`src/serial_loopback_self_test.sv`:
```
// loopback self-test sequencer with its expected-character fifo
// assumes adapter status and data are on ref_clk_i; modem lines dcd/cts are raw pins
//
// Overview of operation
// - reset adapter, then configure 9600 baud, 8 data bits, 1 stop, 16x clock.
// - with rts high, carrier detect must read high, else code C1.
// - with rts still high, clear-to-send must read high, else code C2.
// - drive rts low; carrier detect must read low, else code C3.
// - with rts low, clear-to-send must read low, else code C4 stays shown.
// - send 256 characters 00 to FF in order at 9600 and receive each back.
// - poll adapter receive-full status; set means an echoed character waits.
// - compare each echo with its sent character; mismatch or missing gives C5.
// - then reconfigure for 300 baud and repeat the transfer; failure gives C6.
// - run a program-memory checksum; a wrong sum gives code C8.
// - show each step code as it begins; on failure keep code, repeat step.
// - after every step passes, show completion code 55.
`timescale 1ns/1ps

module loopback_fifo #(
    parameter int unsigned WIDTH = 8,
    parameter int unsigned DEPTH = 8
) (
    input wire logic clk_i,
    input wire logic rst_n_i,
    input wire logic flush_i,
    input wire logic in_valid_i,
    output logic in_ready_o,
    input wire logic [WIDTH-1:0] in_data_i,
    output logic out_valid_o,
    input wire logic out_ready_i,
    output logic [WIDTH-1:0] out_data_o
);
    localparam int unsigned AW = $clog2(DEPTH);
    logic [WIDTH-1:0] mem [DEPTH];
    logic [AW-1:0] wr_ptr;
    logic [AW-1:0] rd_ptr;
    logic [AW:0] count;
    logic push;
    logic pop;

    assign in_ready_o = (count != (AW+1)'(DEPTH));
    assign out_valid_o = (count != '0);
    assign out_data_o = mem[rd_ptr];
    assign push = in_valid_i && in_ready_o;
    assign pop = out_valid_o && out_ready_i;

    always_ff @(posedge clk_i) begin
        if (push) begin
            mem[wr_ptr] <= in_data_i;
        end
    end

    always_ff @(posedge clk_i or negedge rst_n_i) begin
        if (!rst_n_i) begin
            wr_ptr <= '0;
            rd_ptr <= '0;
            count <= '0;
        end else if (flush_i) begin
            wr_ptr <= '0;
            rd_ptr <= '0;
            count <= '0;
        end else begin
            if (push) begin
                wr_ptr <= AW'(wr_ptr + 1'b1);
            end
            if (pop) begin
                rd_ptr <= AW'(rd_ptr + 1'b1);
            end
            count <= (AW+1)'(count + (push ? 1 : 0) - (pop ? 1 : 0));
        end
    end
endmodule


```
`config.mk`:
```
export PLATFORM = sky130hd
export DESIGN_NAME = loopback_fifo
export DESIGN_NICKNAME = d
export VERILOG_FILES = /design/src/serial_loopback_self_test.sv
export SDC_FILE = /design/constraint.sdc
export NUM_CORES = 1
export LEC_CHECK = 0
export BUFFER_PORTS_ARGS = -buffer_cell sky130_fd_sc_hd__buf_2
export CAP_MARGIN = 40
export CORE_MARGIN = 2
export CORE_UTILIZATION = 40
export DETAILED_ROUTE_END_ITERATION = 16
export PLACE_DENSITY = 0.58
export SLEW_MARGIN = 20
export SYNTH_ARGS = -nofsm -noshare
export SYNTH_HDL_FRONTEND = slang
export SYNTH_SLANG_ARGS = --single-unit
```
`constraint.sdc`:
```
create_clock -name clk_i -period 2.45 [get_ports clk_i]
set_input_delay 0.3675 -clock clk_i [delete_from_list [all_inputs] [get_ports clk_i]]
set_output_delay 0.3675 -clock clk_i [all_outputs]
set_load 0.02 [all_outputs]
```
==> results_dict.tcl <==
set metrics [dict create \
    drt_iter0_markers 91 \
    final-max-slew-violation-count 0 \
    clock_tree.htree_level_count 3 \
    outcome "completed" \
    groute.usage.overall_pct 14.66 \
    grt_max_degree 19 \
    syn_area_per_cell_sq_um 18.60 \
    grt_first_pass_wirelength_um 9004 \
    max_freq_ghz 0.4225 \
    cts.path.max_buffers 2 \
    drt.antenna.violating_nets 0 \
    global_route_overflow 0 \
    gp_congestion 0.8040 \
    die_area_sq_um 8533 \
    max-cap-violations 0 \
    power.density_nw_per_um2 908.6 \
    timing.hold.worst.start "in_data_i[2]" \
    ioPinCount 23 \
    critical_path_class "reg2out" \
    crit_path_start_kind "flop" \
    total_power_mw 3.298 \
    cp.required_ps 2080 \
    detailed_place_hpwl_um 3642 \
    critPathMaxStageDelay_ps 570 \
    synth_nets 190 \
    rsz0062_at_grt "false" \
    cp-end-kind "primary output" \
    rr_endpoint "count[1]" \
    core_sq_um 7647 \
    path_clk_slew_ps 80 \
    rr_startpoint "count[2]" \
    timing.hold.ws_ps 277.6 \
    vdd_ir_drop_max_mv 0.4065 \
    finish.cell_count_without_fillers 312 \
    critical_path_peak_fanout 14 \
    top_signal_layer_used "met4" \
    cts_tree "built" \
    firstDrtPassIters 4 \
    rows 32 \
    cts_sinks 74 \
    number_of_cells_produced_by_synthesis 168 \
    ctsRootBufferMaster "clkbuf_8" \
    hold_depth 1 \
    critical-path-slowest-cell "mux4_1" \
    design.final.nets 227 \
    clock-skew-final_ps 8.968 \
    vias 1602 \
    die_h_um 92.38 \
    final_min_period_over_clock_period_pct 96.61 \
    routed_wl_um 5685 \
    met3_wirelength_um 221 \
    routed-wl-met2_um 2859 \
    p_leak_nw 1.288 \
    synth_seq_cells 74 \
    fillCellCount 658 \
    timing_hold_violations_final 0 \
    most_common_library_cell_in_the_layout_ignoring_fill_and_taps "edfxtp_1" \
    setup_viol 0 \
    grt_antenna_before_repair 0 \
    grt_pass1_vias 1669 \
    arrival_ps 2000 \
    place.detailed.instances 294 \
    worst_slew_margin_rel_pct 47.80 \
    place.port_buffers 22 \
    netlist-cell-type-count 24 \
    timing.setup.tns_ps 0 \
    cp_cell_sequence "buf_12 > mux4_1 > mux2_2 > buf_2" \
    antenna_cell_count 0 \
    cts_setup_buffers 0 \
    detailed_route_drc_error_count 0 \
    netlist_area_sq_um 3124 \
    reg2reg_setup_slack_ps 230 \
    clk-insertion-delay-late_ps 350 \
    most-common-layout-cells "64 x edfxtp_1, 22 x buf_2, 16 x mux4_1" \
    ys_warn_count 0 \
    r2r_cells 10 \
    syn2layout_area_growth_pct 16.18 \
    met1_length_um 2484 \
    route.detailed.vias_per_inst 5.135 \
    final_period_demand_of_the_worst_path_ps 2367 \
    finish.utilization_pct 47.46 \
    max_slew.worst_pin.slew_ps 780.1 \
    hold_path.class "in2reg" \
    min_to "mem[0][2]" \
    initial_core_utilization_pct 40.85 \
    detail_route.wl_per_cell_um 18.22 \
    number_of_clock_buffers_inserted_by_tritoncts 9 \
    layout.area.seq_sq_um 2175 \
    chip_width_um 92.38 \
    ys_seq_area_share_pct 69.52 \
    final_layout_size_suffix_gt1_share_pct 27.62 \
    area_occupied_by_multi_input_gates_sq_um 875.8 \
]
[layer usage]
layer	vias to the layer above	GRT usage (%)
li1	741	-
met1	823	18.82
met2	27	24.15
met3	11	2.929
met4	0	6.716
met5	-	0
[worst max-delay path: cells and delay by family (launching register included)]
kind / cells / cell delay, ps
buffers and inverters: 2 / 350
DFF: 1 / 450
muxes: 2 / 850
[per-stage QoR]
stage,worst slack (ps),area [sq um]
2_1_floorplan,124.9,3124
3_3_place_gp,178.4,3387
3_5_place_dp,-2.117,3387
4_1_cts,12.90,3621
5_1_grt,17.41,3630
6_report,83.10,3630
[synth_stat cells]
cell,count,area (sq um)
o21ai_0,6,30.03
dfrtp_1,10,250.2
clkbuf_1,3,11.26
buf_6,1,11.26
inv_1,9,33.78
mux2_2,8,90.09
nand3_1,3,15.01
nand3b_1,1,7.510
nor2b_1,2,12.51
a31o_2,1,8.760
a21oi_1,8,40.04
xnor2_1,1,8.760
buf_2,1,5.000
or3_1,4,25.02
ha_1,8,100.1
nand2b_1,3,18.77
edfxtp_1,64,1922
buf_12,1,20.02
nand2_1,4,15.01
fa_1,1,20.02
nor2_1,9,33.78
nor3b_1,2,15.01
mux4_1,16,420.4
nor3_1,2,10.01
[cell type report]
type,count,area share [%]
clock inverters,6,2.482
clock buffers,10,3.516
well taps,102,3.516
flip-flops and latches,74,59.91
inverters,9,0.9307
repair buffers,32,5.515
multi-input cells,79,24.13
[worst max path at each step]
stage | start | to | slack [ps] | depth (start not counted)
floorplan | count[2] | count[1] | 120 | 10
global placement | count[2] | count[1] | 180 | 10
detailed placement | count[2] | count[1] | -2 | 10
CTS | rd_ptr[2] | out_data_o[0] | 10 | 3
global route | count[2] | count[1] | 20 | 10
finish | rd_ptr[1] | out_data_o[6] | 80 | 4
[cells by family (layout without fill, tap and decap cells)]
group	after synthesis	count (layout)	share of synthesized area, %
flops	74	74	69.52
compound gates	15	15	2.523
simple gates	30	30	4.885
fa+ha+maj	9	9	3.845
buf+inv	15	57	2.603
xor+xnor	1	1	0.2804
mux	24	24	16.34
[state kept, by name, indices dropped and copies added, names as in the netlist]
name	flops
rd_ptr	3
wr_ptr	3
mem	64
count	4
[power by group]
group          total, mW  leakage, nW  internal [mW]  switching [mW]
Clock               1.03        0.107          0.577           0.455
Sequential          1.53        0.711           1.46          0.0704
Combinational      0.733        0.470          0.349           0.384
Total               3.30         1.29           2.39           0.909
[what timing repair did]
action                     in CTS  in global routing
setup endpoints to repair       8                  8
hold endpoints to repair       10                  0
pin swaps                       0                  0
hold buffers                    1                  0
gates resized for setup         2                  1
Note: power is estimated with default switching activity, not from simulation.
